`src/ufc_pkg.sv`:
```
package ufc_pkg;
  // register offsets on the 4-bit register port
  localparam logic [3:0] UFC_OFF_TX_HOLDING = 4'h0;
  localparam logic [3:0] UFC_OFF_INTERRUPT_MASK = 4'h1;
  localparam logic [3:0] UFC_OFF_FIFO_CONTROL = 4'h2;
  localparam logic [3:0] UFC_OFF_INTERRUPT_ID = 4'h2;
  localparam logic [3:0] UFC_OFF_LINE_STATE = 4'h5;
  localparam logic [3:0] UFC_OFF_ENHANCED_FEATURE = 4'h8;
  localparam logic [3:0] UFC_OFF_RX_LEVEL_SETTING = 4'h9;
  localparam logic [3:0] UFC_OFF_TX_LEVEL_SETTING = 4'ha;
  localparam logic [3:0] UFC_OFF_FLOW_THRESHOLD_LOW = 4'hb;
  localparam logic [3:0] UFC_OFF_FLOW_THRESHOLD_HIGH = 4'hc;
  localparam logic [3:0] UFC_OFF_FIFO_CONTROL_SHADOW = 4'hd;

  // fifo_control fields
  localparam int UFC_FCR_ENABLE = 0;
  localparam int UFC_FCR_RX_FLUSH = 1;
  localparam int UFC_FCR_TX_FLUSH = 2;
  localparam int UFC_FCR_TX_TRIG_LSB = 4;
  localparam int UFC_FCR_RX_TRIG_LSB = 6;

  // interrupt_mask fields
  localparam int UFC_IM_RX = 0;
  localparam int UFC_IM_TX = 1;
  localparam int UFC_IM_LINE = 2;
  localparam int UFC_IM_MODEM = 3;
  localparam int UFC_IM_XOFF = 5;
  localparam int UFC_IM_RTS = 6;
  localparam int UFC_IM_CTS = 7;

  // enhanced_feature field that opens the upper identification bits
  localparam int UFC_EF_ENHANCED = 4;

  // reset values
  localparam logic [7:0] UFC_RST_REG = 8'h00;
  localparam logic [7:0] UFC_RST_ID = 8'h01;

  // 32-byte mode trigger tables
  localparam logic [7:0] UFC_RX_TRIG_0 = 8'h08;
  localparam logic [7:0] UFC_RX_TRIG_1 = 8'h10;
  localparam logic [7:0] UFC_RX_TRIG_2 = 8'h18;
  localparam logic [7:0] UFC_RX_TRIG_3 = 8'h1c;
  localparam logic [7:0] UFC_TX_TRIG_0 = 8'h10;
  localparam logic [7:0] UFC_TX_TRIG_1 = 8'h08;
  localparam logic [7:0] UFC_TX_TRIG_2 = 8'h18;
  localparam logic [7:0] UFC_TX_TRIG_3 = 8'h1e;

  // identification codes, bits 5:0
  localparam logic [5:0] UFC_ID_LINE = 6'h06;
  localparam logic [5:0] UFC_ID_RX_DATA = 6'h04;
  localparam logic [5:0] UFC_ID_RX_TIMEOUT = 6'h0c;
  localparam logic [5:0] UFC_ID_TX_EMPTY = 6'h02;
  localparam logic [5:0] UFC_ID_MODEM = 6'h00;
  localparam logic [5:0] UFC_ID_XOFF = 6'h10;
  localparam logic [5:0] UFC_ID_CTS_RTS = 6'h20;
  localparam logic [5:0] UFC_ID_NONE = 6'h01;

  typedef enum logic [1:0]
  {
    UFC_FL_IDLE = 2'b01,
    UFC_FL_BUSY = 2'b10
  } ufc_flush_t;
endpackage

```
`src/ufc_top.sv`:
```
`timescale 1ns/1ps
// What this block does
// [RULE1] fifos on and low four mask bits clear: polled mode, no interrupt output.
// [RULE2] line state bit 0 is 1 while the receive fifo holds a byte.
// [RULE3] line state bits 4:1 report receive error kinds or a received break.
// [RULE4] line state bit 5 shows the transmit fifo is empty.
// [RULE5] line state bit 6 is set only when transmit fifo and shifter are empty.
// [RULE6] line state bit 7 flags a data error among bytes held in receive fifo.
// [RULE7] fifo control 7:6 picks receive trigger 8/16/24/28; reaching it raises rx ready.
// [RULE8] fifo control 5:4 picks transmit trigger 16/8/24/30; falling below raises tx empty.
// [RULE9] writing fifo control bit 2 flushes the transmit fifo, then self-clears.
// [RULE10] writing fifo control bit 1 flushes the receive fifo, then self-clears.
// [RULE11] fifo control bit 0 enables both fifos; disabled after reset.
// [RULE12] any nonzero level or threshold register makes level registers set triggers.
// [RULE13] identification read returns only the highest pending source.
// [RULE14] codes: line status 000110, rx data 000100, rx timeout 001100.
// [RULE15] codes: tx empty 000010, modem 000000, xoff 010000, cts/rts 100000.
// [RULE16] identification bits 7:6 read 11 with fifos on, 00 otherwise.
// [RULE17] identification bits 5:4 work only while enhanced feature bit 4 is set.
// [RULE18] xoff identification bit stays 1 until a matching xon is received.
// [RULE19] identification bit 0 is 0 while anything is pending, 1 otherwise.
// [RULE20] rx ready clears as soon as the receive count drops below trigger.
// [RULE21] tx empty clears on an identification read that reports it, or on a tx holding write.
// [RULE22] interrupt output follows any enabled pending source; code tracks the top one.
module ufc_top
  import ufc_pkg::*;
(
  // clock and reset
  input wire logic clk_sys_in,
  input wire logic rstn_in,
  // register port
  input wire logic [3:0] addr_in,
  input wire logic [7:0] wdata_in,
  input wire logic wr_in,
  input wire logic rd_in,
  output logic [7:0] rdata_out,
  // fifo and line state from the datapath
  input wire logic [7:0] rx_count_in,
  input wire logic [7:0] tx_count_in,
  input wire logic tx_shift_empty_in,
  input wire logic [3:0] rx_error_in,
  input wire logic rx_fifo_error_in,
  input wire logic rx_timeout_in,
  input wire logic modem_change_in,
  input wire logic xoff_match_in,
  input wire logic xon_match_in,
  input wire logic cts_rts_event_in,
  // controls to the datapath
  output logic fifo_enable_out,
  output logic rx_flush_out,
  output logic tx_flush_out,
  output logic tx_write_out,
  output logic [7:0] tx_data_out,
  output logic irq_out
);
  import ufc_pkg::*;

  logic rst_meta;
  logic rst_n;
  logic [7:0] fifo_control;
  logic [7:0] interrupt_mask;
  logic [7:0] enhanced_feature;
  logic [7:0] rx_level_setting;
  logic [7:0] tx_level_setting;
  logic [7:0] flow_threshold_low;
  logic [7:0] flow_threshold_high;
  logic [3:0] line_err;
  logic tx_empty_pend;
  logic xoff_pend;
  logic cts_rts_pend;
  logic tx_below_q;
  ufc_flush_t flush_state;
  ufc_flush_t next_flush_state;
  logic use_level_regs;
  logic [7:0] rx_trig;
  logic [7:0] tx_trig;
  logic tx_below;
  logic rx_ready_pend;
  logic polled;
  logic [5:0] next_id;
  logic any_pend;
  logic [7:0] line_state;
  logic [7:0] id_value;
  logic id_read;
  logic ls_read;
  logic fcr_write;

  // reset release through two flops
  always_ff @(posedge clk_sys_in or negedge rstn_in)
  begin
    if (!rstn_in)
    begin
      rst_meta <= 1'b0;
      rst_n <= 1'b0;
    end
    else
    begin
      rst_meta <= 1'b1;
      rst_n <= rst_meta;
    end
  end

  assign fcr_write = wr_in && (addr_in == UFC_OFF_FIFO_CONTROL);
  assign id_read = rd_in && (addr_in == UFC_OFF_INTERRUPT_ID);
  assign ls_read = rd_in && (addr_in == UFC_OFF_LINE_STATE);

  // software-written configuration
  always_ff @(posedge clk_sys_in or negedge rst_n)
  begin
    if (!rst_n)
    begin
      interrupt_mask <= UFC_RST_REG;
      enhanced_feature <= UFC_RST_REG;
      rx_level_setting <= UFC_RST_REG;
      tx_level_setting <= UFC_RST_REG;
      flow_threshold_low <= UFC_RST_REG;
      flow_threshold_high <= UFC_RST_REG;
    end
    else if (wr_in)
    begin
      case (addr_in)
        UFC_OFF_INTERRUPT_MASK: interrupt_mask <= wdata_in;
        UFC_OFF_ENHANCED_FEATURE: enhanced_feature <= wdata_in;
        UFC_OFF_RX_LEVEL_SETTING: rx_level_setting <= wdata_in;
        UFC_OFF_TX_LEVEL_SETTING: tx_level_setting <= wdata_in;
        UFC_OFF_FLOW_THRESHOLD_LOW: flow_threshold_low <= wdata_in;
        UFC_OFF_FLOW_THRESHOLD_HIGH: flow_threshold_high <= wdata_in;
        default: ;
      endcase
    end
  end

  // fifo control; flush bits live one cycle then fall back by themselves
  always_ff @(posedge clk_sys_in or negedge rst_n)
  begin
    if (!rst_n)
    begin
      fifo_control <= UFC_RST_REG; // [RULE11]
    end
    else if (fcr_write)
    begin
      fifo_control <= wdata_in;
    end
    else if (flush_state == UFC_FL_BUSY)
    begin
      fifo_control[UFC_FCR_TX_FLUSH] <= 1'b0; // [RULE9]
      fifo_control[UFC_FCR_RX_FLUSH] <= 1'b0; // [RULE10]
    end
  end

  always_comb
  begin
    next_flush_state = UFC_FL_IDLE;
    case (flush_state)
      UFC_FL_IDLE:
      begin
        if (fcr_write && (wdata_in[UFC_FCR_TX_FLUSH] || wdata_in[UFC_FCR_RX_FLUSH]))
        begin
          next_flush_state = UFC_FL_BUSY;
        end
      end
      UFC_FL_BUSY:
      begin
        if (fcr_write && (wdata_in[UFC_FCR_TX_FLUSH] || wdata_in[UFC_FCR_RX_FLUSH]))
        begin
          next_flush_state = UFC_FL_BUSY;
        end
      end
      default: next_flush_state = UFC_FL_IDLE;
    endcase
  end

  always_ff @(posedge clk_sys_in or negedge rst_n)
  begin
    if (!rst_n)
    begin
      flush_state <= UFC_FL_IDLE;
    end
    else
    begin
      flush_state <= next_flush_state;
    end
  end

  // flush pulses follow the written bits; datapath clears in that one cycle
  always_ff @(posedge clk_sys_in or negedge rst_n)
  begin
    if (!rst_n)
    begin
      rx_flush_out <= 1'b0;
      tx_flush_out <= 1'b0;
      fifo_enable_out <= 1'b0;
    end
    else
    begin
      tx_flush_out <= fcr_write && wdata_in[UFC_FCR_TX_FLUSH]; // [RULE9]
      rx_flush_out <= fcr_write && wdata_in[UFC_FCR_RX_FLUSH]; // [RULE10]
      fifo_enable_out <= fcr_write ? wdata_in[UFC_FCR_ENABLE]
                                   : fifo_control[UFC_FCR_ENABLE]; // [RULE11]
    end
  end

  // transmit holding writes pass straight to the datapath
  always_ff @(posedge clk_sys_in or negedge rst_n)
  begin
    if (!rst_n)
    begin
      tx_write_out <= 1'b0;
      tx_data_out <= UFC_RST_REG;
    end
    else
    begin
      tx_write_out <= wr_in && (addr_in == UFC_OFF_TX_HOLDING);
      if (wr_in && (addr_in == UFC_OFF_TX_HOLDING))
      begin
        tx_data_out <= wdata_in;
      end
    end
  end

  // trigger level selection
  assign use_level_regs = (rx_level_setting != 8'h00) || (tx_level_setting != 8'h00) ||
                          (flow_threshold_low != 8'h00) ||
                          (flow_threshold_high != 8'h00); // [RULE12]

  always_comb
  begin
    rx_trig = UFC_RX_TRIG_0;
    tx_trig = UFC_TX_TRIG_0;
    case (fifo_control[UFC_FCR_RX_TRIG_LSB +: 2]) // [RULE7]
      2'h0: rx_trig = UFC_RX_TRIG_0;
      2'h1: rx_trig = UFC_RX_TRIG_1;
      2'h2: rx_trig = UFC_RX_TRIG_2;
      default: rx_trig = UFC_RX_TRIG_3;
    endcase
    case (fifo_control[UFC_FCR_TX_TRIG_LSB +: 2]) // [RULE8]
      2'h0: tx_trig = UFC_TX_TRIG_0;
      2'h1: tx_trig = UFC_TX_TRIG_1;
      2'h2: tx_trig = UFC_TX_TRIG_2;
      default: tx_trig = UFC_TX_TRIG_3;
    endcase
    if (use_level_regs)
    begin
      rx_trig = rx_level_setting; // [RULE12]
      tx_trig = tx_level_setting; // [RULE12]
    end
  end

  // rx ready is a pure level so it drops the moment the count falls below
  assign rx_ready_pend = fifo_control[UFC_FCR_ENABLE] ?
                         (rx_count_in >= rx_trig) : (rx_count_in != 8'h00); // [RULE7] [RULE20]

  // non-fifo mode treats the holding register as empty only at zero
  assign tx_below = fifo_control[UFC_FCR_ENABLE] ?
                    (tx_count_in < tx_trig) : (tx_count_in == 8'h00); // [RULE8]

  // receive error bits; a new error in the read cycle survives the clear
  genvar gi;
  generate
    for (gi = 0; gi < 4; gi++)
    begin : g_err
      always_ff @(posedge clk_sys_in or negedge rst_n)
      begin
        if (!rst_n)
        begin
          line_err[gi] <= 1'b0;
        end
        else if (rx_error_in[gi])
        begin
          line_err[gi] <= 1'b1; // [RULE3]
        end
        else if (ls_read)
        begin
          line_err[gi] <= 1'b0;
        end
      end
    end
  endgenerate

  // tx empty: set on falling below trigger, cleared by an id read that reports it or by a holding write
  always_ff @(posedge clk_sys_in or negedge rst_n)
  begin
    if (!rst_n)
    begin
      tx_below_q <= 1'b0;
      tx_empty_pend <= 1'b0;
    end
    else
    begin
      tx_below_q <= tx_below;
      if (tx_below && !tx_below_q)
      begin
        tx_empty_pend <= 1'b1; // [RULE8]
      end
      else if ((id_read && (next_id == UFC_ID_TX_EMPTY)) ||
               (wr_in && (addr_in == UFC_OFF_TX_HOLDING)))
      begin
        tx_empty_pend <= 1'b0; // [RULE21]
      end
    end
  end

  // xoff stays until xon; cts/rts change clears once reported
  always_ff @(posedge clk_sys_in or negedge rst_n)
  begin
    if (!rst_n)
    begin
      xoff_pend <= 1'b0;
      cts_rts_pend <= 1'b0;
    end
    else
    begin
      if (xoff_match_in && enhanced_feature[UFC_EF_ENHANCED])
      begin
        xoff_pend <= 1'b1; // [RULE17]
      end
      else if (xon_match_in)
      begin
        xoff_pend <= 1'b0; // [RULE18]
      end
      if (cts_rts_event_in && enhanced_feature[UFC_EF_ENHANCED])
      begin
        cts_rts_pend <= 1'b1; // [RULE17]
      end
      else if (id_read && (next_id == UFC_ID_CTS_RTS))
      begin
        cts_rts_pend <= 1'b0;
      end
    end
  end

  // polled mode keeps every source quiet on the interrupt path
  assign polled = fifo_control[UFC_FCR_ENABLE] && (interrupt_mask[3:0] == 4'h0); // [RULE1]

  // priority encoder, highest first
  always_comb
  begin
    next_id = UFC_ID_NONE; // [RULE19]
    if (!polled)
    begin
      if (interrupt_mask[UFC_IM_LINE] && (line_err != 4'h0))
      begin
        next_id = UFC_ID_LINE; // [RULE14] [RULE13]
      end
      else if (interrupt_mask[UFC_IM_RX] && rx_ready_pend)
      begin
        next_id = UFC_ID_RX_DATA; // [RULE14]
      end
      else if (interrupt_mask[UFC_IM_RX] && rx_timeout_in)
      begin
        next_id = UFC_ID_RX_TIMEOUT; // [RULE14]
      end
      else if (interrupt_mask[UFC_IM_TX] && tx_empty_pend)
      begin
        next_id = UFC_ID_TX_EMPTY; // [RULE15]
      end
      else if (interrupt_mask[UFC_IM_MODEM] && modem_change_in)
      begin
        next_id = UFC_ID_MODEM; // [RULE15]
      end
      else if (enhanced_feature[UFC_EF_ENHANCED] && interrupt_mask[UFC_IM_XOFF] && xoff_pend)
      begin
        next_id = UFC_ID_XOFF; // [RULE15] [RULE17]
      end
      else if (enhanced_feature[UFC_EF_ENHANCED] &&
               (interrupt_mask[UFC_IM_RTS] || interrupt_mask[UFC_IM_CTS]) && cts_rts_pend)
      begin
        next_id = UFC_ID_CTS_RTS; // [RULE15] [RULE17]
      end
    end
  end

  assign any_pend = (next_id != UFC_ID_NONE); // [RULE22]
  assign id_value = {{2{fifo_control[UFC_FCR_ENABLE]}}, next_id}; // [RULE16]

  assign line_state = {rx_fifo_error_in, // [RULE6]
                       (tx_count_in == 8'h00) && tx_shift_empty_in, // [RULE5]
                       (tx_count_in == 8'h00), // [RULE4]
                       line_err, // [RULE3]
                       (rx_count_in != 8'h00)}; // [RULE2]

  // interrupt output from a flop, one cycle behind the encoder
  always_ff @(posedge clk_sys_in or negedge rst_n)
  begin
    if (!rst_n)
    begin
      irq_out <= 1'b0;
    end
    else
    begin
      irq_out <= any_pend; // [RULE22] [RULE1]
    end
  end

  // read data valid the cycle after the strobe; unmapped reads give zero
  always_ff @(posedge clk_sys_in or negedge rst_n)
  begin
    if (!rst_n)
    begin
      rdata_out <= UFC_RST_REG;
    end
    else if (rd_in)
    begin
      case (addr_in)
        UFC_OFF_INTERRUPT_MASK: rdata_out <= interrupt_mask;
        UFC_OFF_INTERRUPT_ID: rdata_out <= id_value; // [RULE13]
        UFC_OFF_LINE_STATE: rdata_out <= line_state;
        UFC_OFF_ENHANCED_FEATURE: rdata_out <= enhanced_feature;
        UFC_OFF_RX_LEVEL_SETTING: rdata_out <= rx_level_setting;
        UFC_OFF_TX_LEVEL_SETTING: rdata_out <= tx_level_setting;
        UFC_OFF_FLOW_THRESHOLD_LOW: rdata_out <= flow_threshold_low;
        UFC_OFF_FLOW_THRESHOLD_HIGH: rdata_out <= flow_threshold_high;
        UFC_OFF_FIFO_CONTROL_SHADOW: rdata_out <= fifo_control;
        default: rdata_out <= UFC_RST_REG;
      endcase
    end
    else
    begin
      rdata_out <= UFC_RST_REG;
    end
  end
endmodule // ufc_top

```
`config.mk`:
```
export PLATFORM = sky130hd
export DESIGN_NAME = ufc_top
export DESIGN_NICKNAME = d
export VERILOG_FILES = /design/src/ufc_pkg.sv /design/src/ufc_top.sv
export SDC_FILE = /design/constraint.sdc
export NUM_CORES = 1
export LEC_CHECK = 0
export ABC_CLOCK_PERIOD_IN_PS = 2800
export BUFFER_PORTS_ARGS = -buffer_cell sky130_fd_sc_hd__buf_2
export CORE_ASPECT_RATIO = 1.4
export CORE_MARGIN = 2
export CORE_UTILIZATION = 54
export CTS_BUF_LIST = sky130_fd_sc_hd__clkbuf_2 sky130_fd_sc_hd__clkbuf_4 sky130_fd_sc_hd__clkbuf_8
export DETAILED_ROUTE_END_ITERATION = 8
export PLACE_DENSITY = 0.75
export RECOVER_POWER = 50
export SYNTH_ARGS = -nofsm -noshare
export SYNTH_HDL_FRONTEND = slang
export SYNTH_SLANG_ARGS = --single-unit
```
`constraint.sdc`:
```
create_clock -name clk_sys_in -period 2.8 [get_ports clk_sys_in]
set_input_delay 0 -clock clk_sys_in [delete_from_list [all_inputs] [get_ports clk_sys_in]]
set_output_delay 0 -clock clk_sys_in [all_outputs]
set_load 0.02 [all_outputs]
```
* Word level (Yosys, flattened, before mapping)
Index checks and enable logic that the tools add are counted.
** Word-level totals
- Input bits :: 43
- Output and inout bits :: 21
- Register bits after elaboration :: 88
- Word-level logic and storage cells :: 134
** Cells by class
- Reductions and logical operators :: 56
- Equality and inequality tests :: 18
- Magnitude comparators :: 2
- Muxes and demuxes :: 32
** Operators with widths (count)
- case mux 8 bit (9 select lines) :: 1
- 2-to-1 mux 6 bit :: 8
- nonzero test 8 bit :: 5
- case mux 5 bit (3 select lines) :: 2
- == test 4 bit, second input constant :: 6
- 2-to-1 mux 8 bit :: 3
- logical AND 1 bit :: 23
- nonzero test 2 bit :: 8
- 2-to-1 mux 1 bit :: 14
- AND reduction 2 bit :: 6
- greater-or-equal comparator 8 bit :: 1
- zero test 4 bit :: 2
- zero test 8 bit :: 1
- < comparator 8 bit :: 1
- 2-to-1 mux 2 bit :: 4
- == test 2 x 1 -> 1 bit, second input constant :: 3
- == test 2 bit, second input constant :: 3
- == test 6 x 2 -> 1 bit, second input constant :: 1
- == test 6 bit, second input constant :: 1
- logical OR 1 bit :: 6
- inequality test 6 x 1 -> 1 bit, second input constant :: 1
- == test 4 x 1 -> 1 bit, second input constant :: 1
- == test 4 x 2 -> 1 bit, second input constant :: 1
- == test 4 x 3 -> 1 bit, second input constant :: 1
- 4 further kinds :: 5

* Longest topological paths before layout
- Depth after elaboration :: 16
- Mapped depth :: 11
- Depth with buffers taken out :: 11

* Least setup slack after synthesis
Ideal clock, no wire load.
- Kind :: reg2reg
- Start :: reg tx_level_setting[2]
- End :: reg cts_rts_pend
- Slack :: 269 ps
- Library setup time :: 126 ps
- Arrival time :: 2405 ps
- Required time :: 2674 ps
- Period minus slack after synthesis :: 2531 ps
- Cell stages (with the launch flop) :: 11
- Path buffers :: 0
- Path through :: dfrtp_1 nor4_1 nand4_1 nor2_1 a21oi_1 ha_1 a211oi_1 o21ai_0 a21oi_1 o21ai_2 a221o_1
** Between the ends
- Word-level cells in the longest chain between the ends :: 14
** RTL lines
- start: declaration :: line ufc_top.sv:64 : logic [7:0] tx_level_setting;
- start signal: assignment :: line ufc_top.sv:125 : UFC_OFF_TX_LEVEL_SETTING: tx_level_setting <= wdata_in;
- nonzero test 8 bit :: line ufc_top.sv:222 : assign use_level_regs = (rx_level_setting != 8'h00) || (tx_level_setting != 8'h00) ||
- logical OR 1 bit (2 in series) :: line ufc_top.sv:222
- logical OR 1 bit :: line ufc_top.sv:223 : (flow_threshold_low != 8'h00) ||
- 2-to-1 mux 8 bit :: line ufc_top.sv:242 : if (use_level_regs)
- greater-or-equal comparator 8 bit :: line ufc_top.sv:251 : (rx_count_in >= rx_trig) : (rx_count_in != 8'h00);
- 2-to-1 mux 1 bit :: line ufc_top.sv:250 : assign rx_ready_pend = fifo_control[UFC_FCR_ENABLE] ?
- logical AND 1 bit :: line ufc_top.sv:345 : else if (interrupt_mask[UFC_IM_RX] && rx_ready_pend)
- 2-to-1 mux 6 bit :: line ufc_top.sv:345
- 2-to-1 mux 6 bit :: line ufc_top.sv:341 : if (interrupt_mask[UFC_IM_LINE] && (line_err != 4'h0))
- 2-to-1 mux 6 bit :: line ufc_top.sv:339 : if (!polled)
- == test 6 bit :: line ufc_top.sv:325 : else if (id_read && (next_id == UFC_ID_CTS_RTS))
- logical AND 1 bit :: line ufc_top.sv:325
- nonzero test 2 bit (no source line)
- end signal: assignment :: line ufc_top.sv:309 : cts_rts_pend <= 1'b0;
- end signal: assignment :: line ufc_top.sv:323 : cts_rts_pend <= 1'b1;
- end signal: assignment :: line ufc_top.sv:327 : cts_rts_pend <= 1'b0;
- end: declaration :: line ufc_top.sv:70 : logic cts_rts_pend;
Every way passes these cells.
A chain may end at the register's enable or synchronous reset.

* Worst setup path in the final report
- Start :: reg flow_threshold_high[6]
- End :: reg cts_rts_pend
** Between the ends
- Word-level cells in the longest chain between the ends :: 12
** RTL lines
- start: declaration :: line ufc_top.sv:66 : logic [7:0] flow_threshold_high;
- start signal: assignment :: line ufc_top.sv:127 : UFC_OFF_FLOW_THRESHOLD_HIGH: flow_threshold_high <= wdata_in;
- nonzero test 8 bit :: line ufc_top.sv:224 : (flow_threshold_high != 8'h00);
- logical OR 1 bit :: line ufc_top.sv:223
- 2-to-1 mux 8 bit :: line ufc_top.sv:242
- greater-or-equal comparator 8 bit :: line ufc_top.sv:251
- 2-to-1 mux 1 bit :: line ufc_top.sv:250
- logical AND 1 bit :: line ufc_top.sv:345
- 2-to-1 mux 6 bit :: line ufc_top.sv:345
- 2-to-1 mux 6 bit :: line ufc_top.sv:341
- 2-to-1 mux 6 bit :: line ufc_top.sv:339
- == test 6 bit :: line ufc_top.sv:325
- logical AND 1 bit :: line ufc_top.sv:325
- nonzero test 2 bit (no source line)
Every way passes these cells.

==> results.sh <==
export IMPL_hpwlAfterDp_mm=9.63
export IMPL_final_area_sq_um=5460
export IMPL_drtAntennaViolNets=0
export IMPL_r2r_start="flow_threshold_high[6]"
export IMPL_crit_path_start_kind="flop"
export IMPL_fmax_mhz=375
export IMPL_drive_gt1_share_pct=29.4
export IMPL_finalSetupTns_ns=0
export IMPL_critical_path_class="reg -> reg"
export IMPL_power_leakage_uw=0.00244
export IMPL_fill_cells=672
export IMPL_htree_levels=3
export IMPL_ios=64
export IMPL_fin_nets=567
export IMPL_ys_types=62
export IMPL_path_max_fanout=5
export IMPL_synth_top_cell_by_area="dfrtp_1"
export IMPL_vias_per_cell=6.31
export IMPL_synth_most_common_cell="dfrtp_1"
export IMPL_clock_latency_ns=0.36
export IMPL_coreArea_sq_um=8200
export IMPL_dieArea_sq_um=9290
export IMPL_outcome="complete, but fails checks"
export IMPL_min_period_over_period_pct=95.3
export IMPL_cts_tree="built"
export IMPL_critPathSlowestCell="dfrtp_1"
export IMPL_rrSetupSlack_ns=0.13
export IMPL_cts_buffers=9
export IMPL_cpPeakStageDelay_ns=0.43
export IMPL_hold_end="rdata_out[5]"
export IMPL_antenna_found_initial=0
export IMPL_pwr_density_cell_nw_per_um2=661
export IMPL_vias=3883
export IMPL_fin_crit_ns=2.67
export IMPL_grt_total_usage_pct=31.1
export IMPL_cts_buffer_depth=2
export IMPL_dr_pass1_iters=4
export IMPL_ys_ff_latch=88
export IMPL_finClkSkew_ns=0.00408
export IMPL_drtIter0Drc=293
export IMPL_violations="capacitance limit, slew limit"
export IMPL_setup_violations=0
export IMPL_critical_path_arrival_ns=2.92
export IMPL_cp_end_kind="flop"
export IMPL_synth_area_per_cell_sq_um=10.9
export IMPL_drc_errors=0
export IMPL_grt_pass1_wl_mm=21.0
export IMPL_peakVddDrop_mv=0.415
export IMPL_globalplace_congestion=0.912
export IMPL_synth_nets=481
export IMPL_initial_core_util_pct=56.1
export IMPL_yosysWarnings=0
export IMPL_tightestPinTransition_ns=1.57
export IMPL_yosys_area_top_type_share_pct=47.3
export IMPL_worstReg2RegEnd="cts_rts_pend"
export IMPL_die_h_um=113
export IMPL_netlist_top_cells_count="dfrtp_1, mux2_2, nand2_1"
export IMPL_clock_sink_count=88
export IMPL_cts_root_buf="clkbuf_8"
export IMPL_num_rows=39
export IMPL_crit_required_ns=3.05
export IMPL_synthCells=422
export IMPL_io_buffers=63
export IMPL_routedWlPerCell_um=21.9
export IMPL_antenna_cells=0
export IMPL_areaGrowthSynthToFinish_pct=18.6
export IMPL_synth_flop_cell="dfrtp_1"
export IMPL_hold_violations=0
export IMPL_crit_chain="nor4_1 > nand4_1 > nor2_4 > buf_4 > a31oi_1 > ha_2 > a211oi_2 > o21ai_1 > a21oi_1 > buf_4 > o21ai_4 > a221o_1"
export IMPL_crit_path_frequent_cell="buf_4"
export IMPL_cap_violations=1
export IMPL_synthArstFlopShare_pct=100
export IMPL_syn_area_sq_um=4600
export IMPL_ys_seq_area_share_pct=47.9
export IMPL_gr_total_overflow=0
export IMPL_hold_path_class="in -> reg"
export IMPL_wl_mm=13.5
export IMPL_netlist_top_cells_area="dfrtp_1, mux2_2, ha_1, nand2_1, o21ai_0"
export IMPL_placed_cell_area_sq_um=5040
export IMPL_synth_edf_count=0
export IMPL_min_from="modem_change_in"
export IMPL_drv_slew=41
export IMPL_grt_pass1_vias=3927
export IMPL_slew_headroom_pct=-4.98
export IMPL_die_w_um=82.0
export IMPL_holdPathStages=4
export IMPL_worstRegToRegCells=12
export IMPL_clk_pin_slew_ns=0.09
export IMPL_rsz0062_at_grt="true"
export IMPL_timing_hold_ws_ns=0.0195
export IMPL_grt_max_degree=48
state kept, by name, summed over array words and instances, names as in the netlist, 8 cells and up:
register,cells
flow_threshold_low,8
rdata_out,8
tx_data_out,8
fifo_control,8
rx_level_setting,8
flow_threshold_high,8
tx_level_setting,8
enhanced_feature,8
interrupt_mask,8
layout make-up:
type                    count  area [sq um]  area share (%)
flip-flops and latches     88          2200            40.4
clock buffers              12           159            2.91
inverters                  14          52.6           0.963
multi-input cells         303          2320            42.5
clock inverters             4          51.3           0.940
repair buffers             92           547            10.0
well taps                 102           128            2.34
cell usage in the layout (no fill, tap or decap), types with 3 or more instances in the layout:
cell type      instances
a21oi_1               16
o21ai_0               18
nor2b_1                8
clkbuf_1              21
dfrtp_1               87
inv_1                 14
a21o_1                 6
nor2_1                16
mux2i_1                6
dlygate4sd3_1         16
nand2_1               48
o32ai_1                3
a211oi_1               3
mux2_2                56
a22oi_1                4
nand4_1                5
nand2b_1               4
o211ai_1               5
and3_1                10
a32oi_1                3
clkbuf_8              11
o22ai_1                4
nand3_1                9
nor4_1                 8
a32o_1                 3
nor4_2                 5
ha_1                  15
buf_2                 42
buf_4                 12
report_power, final:
part           switching, uW  leakage [uW]  internal, uW  total [uW]
combinational            470       0.00126           434         904
clock                    461      0.000106           473         935
sequential               258       0.00108          1510        1770
through the flow:
| stage | setup slack (ns) | total power, uW | instances | utilization (%) |
|---|---|---|---|---|
| final | 0.132 | 3610 | 615 | 66.6 |
| after global routing | -0.0155 | 3780 | 615 | 66.6 |
| after CTS | 0.0723 | 3580 | 611 | 66.0 |
| after detailed placement | 0.0314 | 2630 | 579 | 61.4 |
| after global placement | 0.103 | 2590 | 579 | 61.4 |
| after floorplan | 0.169 | 2270 | 422 | - |
worst max path at each step:
stage,end,cells after the start,startpoint
5_1_grt,cts_rts_pend,11,tx_level_setting[0]
3_3_place_gp,tx_empty_pend,11,tx_level_setting[4]
2_1_floorplan,cts_rts_pend,0,rst_n
4_1_cts,tx_empty_pend,11,rx_level_setting[5]
3_5_place_dp,tx_empty_pend,11,rx_level_setting[5]
6_report,cts_rts_pend,12,flow_threshold_high[6]
routing by layer:
layer	vias up	track usage (%)	routed length, um	part of all wire [%]
met4	0	19.1	605	4.5
met3	38	5.02	781	5.8
met2	159	49.3	6810	51
met1	1949	39.0	5250	39
li1	1737	-	-	-
met5	-	0	0	0
kinds of logic (layout without fill, tap and decap cells):
logic type	count (synthesis)	in the layout	synth area share (%)
AO/OA/AOI/OAI	85	85	12.6
adder cells (fa/ha/maj)	16	16	4.35
buffers and inverters	31	122	3.15
flip-flops	88	88	47.9
multiplexers	64	64	15.8
other	1	1	0.0815
AND/OR/NAND/NOR	137	137	16.1
critical path: cells and delay by family (launching register included):
family                     cells  cell delay, ns
DFF                            1            0.43
AOI/OAI and AO/OA              6            0.94
buffers and inverters          2            0.29
adders and majority gates      1            0.19
and+or+nand+nor                3            0.70
repair_timing:
action                     CTS  global route
hold endpoints to repair    19             0
gates cloned                 0             0
pin swaps                    0             8
hold buffers                16             0
gates resized for setup      1            12
setup buffers                0             4
setup endpoints to repair    1             9
(Power assumes the default switching activity.)
